$ cat config.mk
export PLATFORM = sky130hd
export DESIGN_NAME = rsh_ctrl
export DESIGN_NICKNAME = d
export VERILOG_FILES = /design/src/inc/rsh_pkg.sv /design/src/verilog/rsh_ctrl.sv
export VERILOG_INCLUDE_DIRS = /design/src /design/src/inc
export SDC_FILE = /design/constraint.sdc
export NUM_CORES = 1
export LEC_CHECK = 0
export ABC_AREA = 1
export BUFFER_PORTS_ARGS = -buffer_cell sky130_fd_sc_hd__buf_2
export CORE_AREA = 8 8 217 177
export CTS_BUF_LIST = sky130_fd_sc_hd__clkbuf_2 sky130_fd_sc_hd__clkbuf_4 sky130_fd_sc_hd__clkbuf_8
export DETAILED_ROUTE_END_ITERATION = 6
export DIE_AREA = 0 0 225 185
export PLACE_DENSITY = 0.67
export SETUP_SLACK_MARGIN = 0.1
export SLEW_MARGIN = 20
export SYNTH_ARGS = -nofsm -noshare
export SYNTH_HDL_FRONTEND = slang
export SYNTH_SLANG_ARGS = --single-unit
export TNS_END_PERCENT = 100
$ cat constraint.sdc
create_clock -name core_clk -period 11 [get_ports core_clk]
set_input_delay 1.1 -clock core_clk [delete_from_list [all_inputs] [get_ports core_clk]]
set_output_delay 1.1 -clock core_clk [all_outputs]
set_load 0.02 [all_outputs]
$ cat src/inc/rsh_map.svh
// register offsets, field positions and reset values of the reference switch block
`ifndef RSH_MAP_SVH
`define RSH_MAP_SVH
`define RSH_OFF_CTRL        12'h000
`define RSH_OFF_DAC_MAN     12'h004
`define RSH_OFF_TRIP        12'h008
`define RSH_OFF_DAC_DIV     12'h00C
`define RSH_OFF_DIVIDERS    12'h010
`define RSH_OFF_LOCK        12'h014
`define RSH_OFF_STATUS      12'h018
`define RSH_F_MODE_LO       0
`define RSH_F_MODE_HI       2
`define RSH_F_SEL_INV       3
`define RSH_F_HOLD_LO       4
`define RSH_F_HOLD_HI       5
`define RSH_F_FORCE         6
`define RSH_F_LOSS_OFF      7
`define RSH_F_RAIL_EN       8
`define RSH_F_TRACK_EN      9
`define RSH_F_MAN_EN        10
`define RSH_F_EN_A          11
`define RSH_F_EN_B          12
`define RSH_F_LDPIN_LO      13
`define RSH_F_LDPIN_HI      14
`define RSH_MODE_MAN_A      3'h0
`define RSH_MODE_MAN_B      3'h1
`define RSH_MODE_AUTO       3'h4
`define RSH_MODE_AUTO_PIN   3'h6
`define RSH_HOLD_ENABLED    2'h2
`define RSH_CTRL_RESET      32'h0000_1800
`define RSH_DAC_MAN_RESET   32'h0000_0200
`define RSH_TRIP_RESET      32'h03F0_0010
`define RSH_DAC_DIV_RESET   32'h0000_0004
`define RSH_DIVIDERS_RESET  32'h0001_0001
`define RSH_LOCK_RESET      32'h0004_0002
`endif

$ cat src/inc/rsh_pkg.sv
// types shared by the reference switch and holdover controller
package rsh_pkg;
	localparam int DIV_W = 14;
	localparam int DAC_W = 10;
	localparam int CNT_W = 16;
	typedef enum logic [1:0] {
		RSH_RUN  = 2'b00,
		RSH_HOLD = 2'b01
	} rsh_hold_t;
	typedef struct packed {
		logic [31:0] ctrl;
		logic [31:0] dacMan;
		logic [31:0] trip;
		logic [31:0] dacDiv;
		logic [31:0] dividers;
		logic [31:0] lockCfg;
		logic        pready;
		logic        pslverr;
		logic [31:0] prdata;
		logic        prevRef;
		logic        prevFb;
		logic [DIV_W-1:0] refCnt;
		logic [DIV_W-1:0] fbCnt;
		logic        pendRef;
		logic        pendFb;
		logic [CNT_W-1:0] errCnt;
		logic [CNT_W-1:0] lockCnt;
		logic        locked;
		logic [CNT_W-1:0] dacTick;
		logic [DAC_W-1:0] dacCount;
		logic        activeB;
		logic        armed;
		rsh_hold_t   hold;
		logic        lockFlag;
		logic        lockPin;
		logic        loop2Flag;
		logic [DAC_W-1:0] tuneOut;
	} rsh_state_t;
endpackage : rsh_pkg

$ cat src/verilog/rsh_ctrl.sv
// reference input switching and holdover control for loop 1, with an APB register slave
//
// The APB interface to the registers and the placing of the registers were chosen for this implementation.
`timescale 1ns/10ps
`default_nettype none
`include "rsh_map.svh"

module rsh_ctrl #(
	parameter int DIV_W = 14,
	parameter int DAC_W = 10,
	parameter int CNT_W = 16
) (
	input  wire logic              core_clk,
	input  wire logic              reset_n,
	input  wire logic              clkEn,
	input  wire logic              psel,
	input  wire logic              penable,
	input  wire logic              pwrite,
	input  wire logic [11:0]       paddr,
	input  wire logic [31:0]       pwdata,
	output var  logic [31:0]       prdata,
	output var  logic              pready,
	output var  logic              pslverr,
	input  wire logic              refInputA,
	input  wire logic              refInputB,
	input  wire logic              feedbackIn,
	input  wire logic              selectPinZero,
	input  wire logic              selectPinOne,
	input  wire logic              loop2LockFlagIn,
	input  wire logic [9:0]        tuneLevel,
	output var  logic              loop1LockFlag,
	output var  logic              loop2LockFlag,
	output var  logic              holdoverStatus,
	output var  logic              chargePumpHiZ,
	output var  logic [9:0]        loop1TuneOut,
	output var  logic              activeInputB,
	output var  logic              lockStatusPin
);
	import rsh_pkg::*;

	initial begin
		if (DIV_W != rsh_pkg::DIV_W || DAC_W != rsh_pkg::DAC_W || CNT_W != rsh_pkg::CNT_W) begin
			$error("rsh_ctrl: widths must match the package widths");
		end
	end

	logic       rstSync1;
	logic       rstSync2;
	rsh_state_t stQ;
	rsh_state_t stD;

	// two-stage release keeps the reset deassertion synchronous
	always_ff @(posedge core_clk or negedge reset_n) begin
		if (!reset_n) begin
			rstSync1 <= 1'b0;
			rstSync2 <= 1'b0;
		end else begin
			rstSync1 <= 1'b1;
			rstSync2 <= rstSync1;
		end
	end

	// decoded control fields
	logic [2:0]       selMode;
	logic [1:0]       holdField;
	logic             holdEnabled;
	logic             forceHold;
	logic             lossOff;
	logic             railDetEn;
	logic             trackEn;
	logic             manEn;
	logic [DAC_W-1:0] manValue;
	logic [DAC_W-1:0] lowTrip;
	logic [DAC_W-1:0] highTrip;
	logic [DIV_W-1:0] refDiv;
	logic [DIV_W-1:0] fbDiv;
	logic [CNT_W-1:0] lockWindow;
	logic [CNT_W-1:0] lockTarget;
	logic             autoMode;

	always_comb begin
		selMode     = stQ.ctrl[`RSH_F_MODE_HI:`RSH_F_MODE_LO];
		holdField   = stQ.ctrl[`RSH_F_HOLD_HI:`RSH_F_HOLD_LO];
		holdEnabled = (holdField == `RSH_HOLD_ENABLED);
		forceHold   = stQ.ctrl[`RSH_F_FORCE];
		lossOff     = stQ.ctrl[`RSH_F_LOSS_OFF];
		railDetEn   = stQ.ctrl[`RSH_F_RAIL_EN];
		trackEn     = stQ.ctrl[`RSH_F_TRACK_EN];
		manEn       = stQ.ctrl[`RSH_F_MAN_EN];
		manValue    = stQ.dacMan[DAC_W-1:0];
		lowTrip     = stQ.trip[DAC_W-1:0];
		highTrip    = stQ.trip[DAC_W+15:16];
		refDiv      = stQ.dividers[DIV_W-1:0];
		fbDiv       = stQ.dividers[DIV_W+15:16];
		lockWindow  = stQ.lockCfg[CNT_W-1:0];
		lockTarget  = stQ.lockCfg[CNT_W+15:16];
		autoMode    = (selMode == `RSH_MODE_AUTO) || (selMode == `RSH_MODE_AUTO_PIN);
	end

	// working terms of the next-state process
	logic             selRef;
	logic             refRise;
	logic             fbRise;
	logic             refPulse;
	logic             fbPulse;
	logic             compare;
	logic [CNT_W-1:0] errNow;
	logic             railHit;
	logic             lockFall;
	logic             switchEvt;
	logic             enterHold;
	logic             pinZ;
	logic             pinO;
	logic             holdNext;
	logic             apbAccess;
	logic             apbSetup;
	logic             mapped;
	logic [31:0]      rdValue;

	always_comb begin
		stD       = stQ;
		selRef    = stQ.activeB ? refInputB : refInputA;
		refRise   = selRef & ~stQ.prevRef;
		fbRise    = feedbackIn & ~stQ.prevFb;
		refPulse  = 1'b0;
		fbPulse   = 1'b0;
		compare   = 1'b0;
		errNow    = '0;
		stD.prevRef = selRef;
		stD.prevFb  = feedbackIn;

		if (refRise) begin
			if (stQ.refCnt + 14'h0001 >= refDiv) begin
				stD.refCnt = '0;
				refPulse   = 1'b1;
			end else begin
				stD.refCnt = stQ.refCnt + 14'h0001;
			end
		end
		if (fbRise) begin
			if (stQ.fbCnt + 14'h0001 >= fbDiv) begin
				stD.fbCnt = '0;
				fbPulse   = 1'b1;
			end else begin
				stD.fbCnt = stQ.fbCnt + 14'h0001;
			end
		end

		// phase error measured in core clock cycles between the two divided edges
		if (refPulse && fbPulse) begin
			compare = 1'b1;
			stD.pendRef = 1'b0;
			stD.pendFb  = 1'b0;
		end else if ((refPulse && stQ.pendFb) || (fbPulse && stQ.pendRef)) begin
			compare = 1'b1;
			errNow  = stQ.errCnt;
			stD.pendRef = 1'b0;
			stD.pendFb  = 1'b0;
		end else if (refPulse || fbPulse) begin
			stD.pendRef = refPulse;
			stD.pendFb  = fbPulse;
			stD.errCnt  = '0;
		end else if ((stQ.pendRef || stQ.pendFb) && stQ.errCnt != 16'hFFFF) begin
			stD.errCnt = stQ.errCnt + 16'h0001;
		end

		if (compare) begin
			if (errNow <= lockWindow) begin
				if (stQ.lockCnt + 16'h0001 >= lockTarget) begin
					stD.locked = 1'b1;
				end else begin
					stD.lockCnt = stQ.lockCnt + 16'h0001;
				end
			end else begin
				stD.lockCnt = '0;
				stD.locked  = 1'b0;
			end
		end

		// tracking tick at the divided phase detector rate
		if (trackEn && refPulse) begin
			if (stQ.dacTick + 16'h0001 >= stQ.dacDiv[CNT_W-1:0]) begin
				stD.dacTick = '0;
				// last valid value is frozen while in holdover
				if (stQ.hold == RSH_RUN) begin
					stD.dacCount = tuneLevel;
				end
			end else begin
				stD.dacTick = stQ.dacTick + 16'h0001;
			end
		end

		railHit  = (tuneLevel >= highTrip) || (tuneLevel <= lowTrip);
		stD.lockFlag = stQ.locked && (stQ.hold == RSH_RUN);
		lockFall = stQ.lockFlag && !stD.lockFlag;
		// rearm only after lock flag high
		if (stQ.lockFlag) begin
			stD.armed = 1'b1;
		end
		// lock loss events, not via forced-low flag
		switchEvt = autoMode && stQ.armed && lockFall
			&& (!lossOff || selMode == `RSH_MODE_AUTO_PIN);
		enterHold = forceHold
			|| (holdEnabled && lockFall && !lossOff)
			|| (holdEnabled && autoMode && railDetEn && trackEn && railHit);
		holdNext = (stQ.hold == RSH_HOLD);

		pinZ = selectPinZero ^ stQ.ctrl[`RSH_F_SEL_INV];
		pinO = selectPinOne ^ stQ.ctrl[`RSH_F_SEL_INV];
		if (selMode == `RSH_MODE_MAN_A) begin
			stD.activeB = 1'b0;
		end else if (selMode == `RSH_MODE_MAN_B) begin
			stD.activeB = 1'b1;
		end else if (switchEvt) begin
			stD.armed = 1'b0;
			if (selMode == `RSH_MODE_AUTO_PIN) begin
				if (pinZ) begin
					stD.activeB = 1'b0;
				end else if (pinO) begin
					stD.activeB = 1'b1;
				end
			end else begin
				// next enabled input in priority order
				if (!stQ.activeB && stQ.ctrl[`RSH_F_EN_B]) begin
					stD.activeB = 1'b1;
				end else if (stQ.activeB && stQ.ctrl[`RSH_F_EN_A]) begin
					stD.activeB = 1'b0;
				end
			end
			if (holdEnabled) begin
				holdNext = 1'b1;
			end
		end

		if (enterHold) begin
			holdNext = 1'b1;
		end
		// exit once lock count met on the active input
		if (stQ.hold == RSH_HOLD && stQ.locked && !forceHold && !enterHold && !switchEvt) begin
			holdNext = 1'b0;
		end
		// disable leaves at once, force overrides
		if (!holdEnabled && !forceHold) begin
			holdNext = 1'b0;
		end
		stD.hold = holdNext ? RSH_HOLD : RSH_RUN;
		if (holdNext) begin
			stD.lockFlag = 1'b0;
		end

		// loop-2 lock passes through a flop, untouched by holdover
		stD.loop2Flag = loop2LockFlagIn;
		stD.tuneOut = (manEn || !trackEn) ? manValue : stD.dacCount;

		case (stQ.ctrl[`RSH_F_LDPIN_HI:`RSH_F_LDPIN_LO])
			2'h0: stD.lockPin = stD.lockFlag;
			2'h1: stD.lockPin = loop2LockFlagIn;
			2'h2: stD.lockPin = stD.lockFlag && loop2LockFlagIn;
			default: stD.lockPin = holdNext;
		endcase

		// apb: setup cycle prepares the answer, access edge commits it
		apbSetup  = psel && !penable;
		apbAccess = psel && penable && stQ.pready;
		mapped    = 1'b1;
		rdValue   = 32'h0000_0000;
		case (paddr)
			`RSH_OFF_CTRL:     rdValue = stQ.ctrl;
			`RSH_OFF_DAC_MAN:  rdValue = stQ.dacMan;
			`RSH_OFF_TRIP:     rdValue = stQ.trip;
			`RSH_OFF_DAC_DIV:  rdValue = stQ.dacDiv;
			`RSH_OFF_DIVIDERS: rdValue = stQ.dividers;
			`RSH_OFF_LOCK:     rdValue = stQ.lockCfg;
			`RSH_OFF_STATUS:   rdValue = {6'h00, stQ.dacCount, 11'h000, railHit,
				loop2LockFlagIn, stQ.hold == RSH_HOLD, stQ.lockFlag, stQ.activeB};
			default:           mapped = 1'b0;
		endcase
		stD.pready  = apbSetup;
		stD.pslverr = apbSetup && !mapped;
		stD.prdata  = (apbSetup && !pwrite && mapped) ? rdValue : 32'h0000_0000;
		if (apbAccess && pwrite) begin
			case (paddr)
				`RSH_OFF_CTRL: begin
					stD.ctrl = {17'h00000, pwdata[14:0]};
					// entering mode 6 keeps active input (no manual override)
				end
				`RSH_OFF_DAC_MAN:  stD.dacMan = {22'h000000, pwdata[9:0]};
				`RSH_OFF_TRIP:     stD.trip = {6'h00, pwdata[25:16], 6'h00, pwdata[9:0]};
				`RSH_OFF_DAC_DIV:  stD.dacDiv = {16'h0000, pwdata[15:0]};
				`RSH_OFF_DIVIDERS: stD.dividers = {2'h0, pwdata[29:16], 2'h0, pwdata[13:0]};
				`RSH_OFF_LOCK:     stD.lockCfg = pwdata;
				default: begin
				end
			endcase
		end
	end

	always_ff @(posedge core_clk or negedge rstSync2) begin
		if (!rstSync2) begin
			stQ          <= '0;
			stQ.ctrl     <= `RSH_CTRL_RESET;
			stQ.dacMan   <= `RSH_DAC_MAN_RESET;
			stQ.trip     <= `RSH_TRIP_RESET;
			stQ.dacDiv   <= `RSH_DAC_DIV_RESET;
			stQ.dividers <= `RSH_DIVIDERS_RESET;
			stQ.lockCfg  <= `RSH_LOCK_RESET;
			stQ.hold     <= RSH_RUN;
		end else if (clkEn) begin
			stQ <= stD;
		end
	end

	always_comb begin
		prdata         = stQ.prdata;
		pready         = stQ.pready;
		pslverr        = stQ.pslverr;
		loop1LockFlag  = stQ.lockFlag;
		loop2LockFlag  = stQ.loop2Flag;
		holdoverStatus = (stQ.hold == RSH_HOLD);
		chargePumpHiZ  = (stQ.hold == RSH_HOLD);
		loop1TuneOut   = stQ.tuneOut;
		activeInputB   = stQ.activeB;
		lockStatusPin  = stQ.lockPin;
	end
endmodule : rsh_ctrl
`default_nettype wire

==> metrics.md <==
| Metric | Value |
|---|---|
| GRT met1 Usage | about a third |
| Switching Fraction | between 30% and 40% |
| Least-Margin Pin Slew | 1.027 ns |
| Die area | 41630 sq um |
| Port bufs | 115 |
| Top post-synthesis cells by area | dfrtp_1, nand2_1, ha_1 |
| DRT iter0 DRCs | 1361 |
| Core ar. | 35140 sq um |
| Met3 usage | 5.112% |
| CTS root buffer | clkbuf_8 |
| Clock slew at reported path FFs | 0.06 ns |
| Max-Cap Viols | 0 |
| Effective utilization at floorplan | a little under half |
| Critical Path Start Type | flip-flop |
| Sequential area share after synthesis | between 40 and 50% |
| Final #Nets | 2349 |
| Final ANT Viol Nets | 0 |
| Via density | 5.370 |
| Finished Core Util | about half |
| TritonCTS clock tree | done |
| Proportion of power drawn by combinational gates | 24.3% |
| CP Class | flip-flop to flip-flop |
| Post-Syn Nets | 2284 |
| WP data arrival | ~5.9 ns |
| Post-Synthesis Cell Area | 16130 sq um |
| Most instantiated cells after synthesis | nand2_1, inv_1, dfrtp_1 |
| Gr usage total | 23.28% |
| Sequential share of power | 39.6% |
| Worst Skew | 0.01934 ns |
| Post-synth top flop | dfrtp_1 |
| Clk_lat worst skew | 0.60 ns |
| Worst path max stage delay | 0.55 ns |
| Die width | 225 microns |
| Hpwl dp | between 30 and 40 mm |
| Power Dens Cells | roughly 160 nW/um^2 |
| Yosys top cell by area | dfrtp_1 |
| Seq cells post-synth | 264 |
| Initial antenna violation count | 1 |
| Post-CTS sizing | 0 |
| Post-synth EDFFs | 0 |
| Mean post-synth cell area | approximately 7.6 sq um |
| Num ports | roughly 120 |
| Slowest CP cell | nor3_1 |
| Routed WL per cell | 17.94 microns |
| Busiest grt layer | met2 |
| Crit. End Element | flip-flop |
| Final period utilization | approximately half |
| # rows | 62 |
| Yosys top cell area share | 38.64% |
| CTS max path bufs | 3 |
| FMAX | roughly 190 MHz |
| Via count | 14499 |
| Inserted Diodes | 0 |
| Asr flop ratio synth | between 90% and 100% |
| Status | finished, final reports clean |
| Number of setup buffers added after CTS | 0 |
| Maximum vdd ir drop | 0.08626 mV |
| Inserted Clock Buffers | 46 |
| Clk sinks | between 200 and 300 |
| DRC Markers | 0 |
| Maximum level of the CTS H-tree | 2 |
| Leak Pwr | around 9 nW |
| RSZ-0062 raised after global routing | false |
| Gate Count Post-Synth | 2117 |
| Hold Path Class | primary input to async pin |
| Count leader, synth | nand2_1 |
| Int Pwr | 1.832 mW |
| Synthesis-to-finish area growth | 10.75% |
| Most used cell along the critical path | nand2_1 |
| P_sw | 0.9982 mW |
| First-pass GRT wire length | 76.90 mm |
| Routed WL | roughly 48 mm |
| Worst-path fanout max | 17 |
| Critical Path RT | approximately 11 ns |
| Power share of the clock group | 36.1% |
| Grt ovf | 0 |
| Crit path time final | 5.375 ns |
| Slew headroom | a little under a third |
| Vias in the first global route | 14143 |
| Largest net degree at the start of global routing | 79 |
| Final hold vios | 0 |
| Post-CTS Hold Fix Bufs | 0 |
| Yosys warnings | 0 |
| First-pass DRT Iterations | 6 |
| Count of cell types in the netlist | 53 |
| Fin. max-slew vios | 0 |
| Met2 global-route usage | 35.36% |
| GP Congestion | 0.9267 |
| Die Y | 185 microns |
| Share of layout cells above drive strength 1 | 12.52% |
| Total negative slack | 0 ns |
| Final setup violation count | 0 |
-- area by class of cell --
cell class / instances / area [sq um]
inverter: 309 / 1165
clock buffer: 76 / 933.4
multi-input combinational: 1434 / 7735
clock inverter: 10 / 107.6
tap: 480 / 600.6
timing repair buffer: 127 / 689.4
sequential: 264 / 6629
fill: 3401 / 17280
-- per-layer routing --
metal	up-vias	share of wire, %
met5	-	0
met4	0	3.5
li1	6963	-
met2	545	43
met3	110	8.1
met1	6881	45
-- worst paths after layout --
path                          start               to  slack (ns)  cells past startpoint
setup / recovery            stQ[80]          stQ[58]        5.63                     27
hold / removal              reset_n         rstSync2        0.27                      1
setup reg to reg            stQ[80]          stQ[58]        5.63                     27
hold reg to reg            rstSync2  loop1TuneOut[0]        0.32                      0
max in group asynchronous  rstSync2       prdata[28]        8.67                      2
min in group core_clk      rstSync1         rstSync2        0.34                      0
-- per-stage QoR --
step	std cells	area, sq um	hold WS (ns)	worst slack [ns]	power [mW]
2_1_floorplan	2117	16130	0.3312	3.124	1.634
3_3_place_gp	2613	16770	0.3309	5.997	1.793
3_5_place_dp	2613	16770	0.3350	5.805	1.813
4_1_cts	2699	17810	0.2396	5.792	2.838
5_1_grt	2700	17860	0.2559	5.257	2.986
6_report	2700	17860	0.2706	5.625	2.830
-- worst max-delay path: cells and delay by family, from the launching register on --
| kind | cells | cell delay [ns] |
|---|---|---|
| buf+inv | 3 | 0.20 |
| fa+ha+maj | 2 | 0.59 |
| xor+xnor | 1 | 0.17 |
| flops | 1 | 0.40 |
| compound gates | 1 | 0.53 |
| simple gates | 20 | 3.36 |
-- power by group through the flow --
stage / clock network, mW / registers [mW] / logic, mW
finish: 1.02 / 1.12 / 0.687
global route: 1.08 / 1.13 / 0.771
CTS: 1.04 / 1.12 / 0.680
detailed placement: 0 / 1.14 / 0.678
global placement: 0 / 1.13 / 0.660
floorplan: 0 / 1.13 / 0.507
-- flip-flops by register name, summed over array words and instances (netlist names), 14 cells and up --
signal / cells
stQ: 115
prdata: 32
lockTarget: 16
lockWindow: 16
fbDiv: 14
refDiv: 14
-- cell usage in the layout, fill, tap and decap left out, types with 3 or more instances in the layout --
cell,Yosys,routed
ha_1,101,101
nand2_4,5,6
dfstp_2,15,15
nor2_1,126,126
clkbuf_4,0,18
a21oi_1,65,64
o21bai_1,5,5
nor3_1,28,28
nand3_2,3,5
a22o_1,8,8
clkinv_1,4,4
o21ai_1,35,35
buf_4,47,10
nand3b_1,9,9
nor2_2,4,4
buf_2,9,115
nand2_1,562,561
o22ai_1,50,50
o21a_1,4,4
nand4_1,30,30
a31oi_1,12,12
dfrtp_1,249,248
inv_1,295,294
nor4_1,10,10
a211oi_1,4,4
nand3_1,112,110
o21ai_0,170,170
clkinv_2,0,6
o221ai_1,6,6
xnor2_1,4,4
nand2_2,6,6
xor2_1,47,47
inv_2,8,9
nor2_4,3,3
clkbuf_8,0,58
-- logic make-up (layout without fill, tap and decap cells) --
logic type | count (synthesis) | after routing | share of synthesized area, %
other | 1 | 1 | 0.02325
multiplexers | 3 | 3 | 0.2017
AO/OA/AOI/OAI | 370 | 370 | 12.77
adder cells (fa/ha/maj) | 101 | 101 | 7.836
XOR/XNOR | 51 | 51 | 2.770
buffers and inverters | 419 | 522 | 11.09
flip-flops | 264 | 264 | 41.08
AND/OR/NAND/NOR | 908 | 908 | 24.23
(Power assumes the default switching activity.)
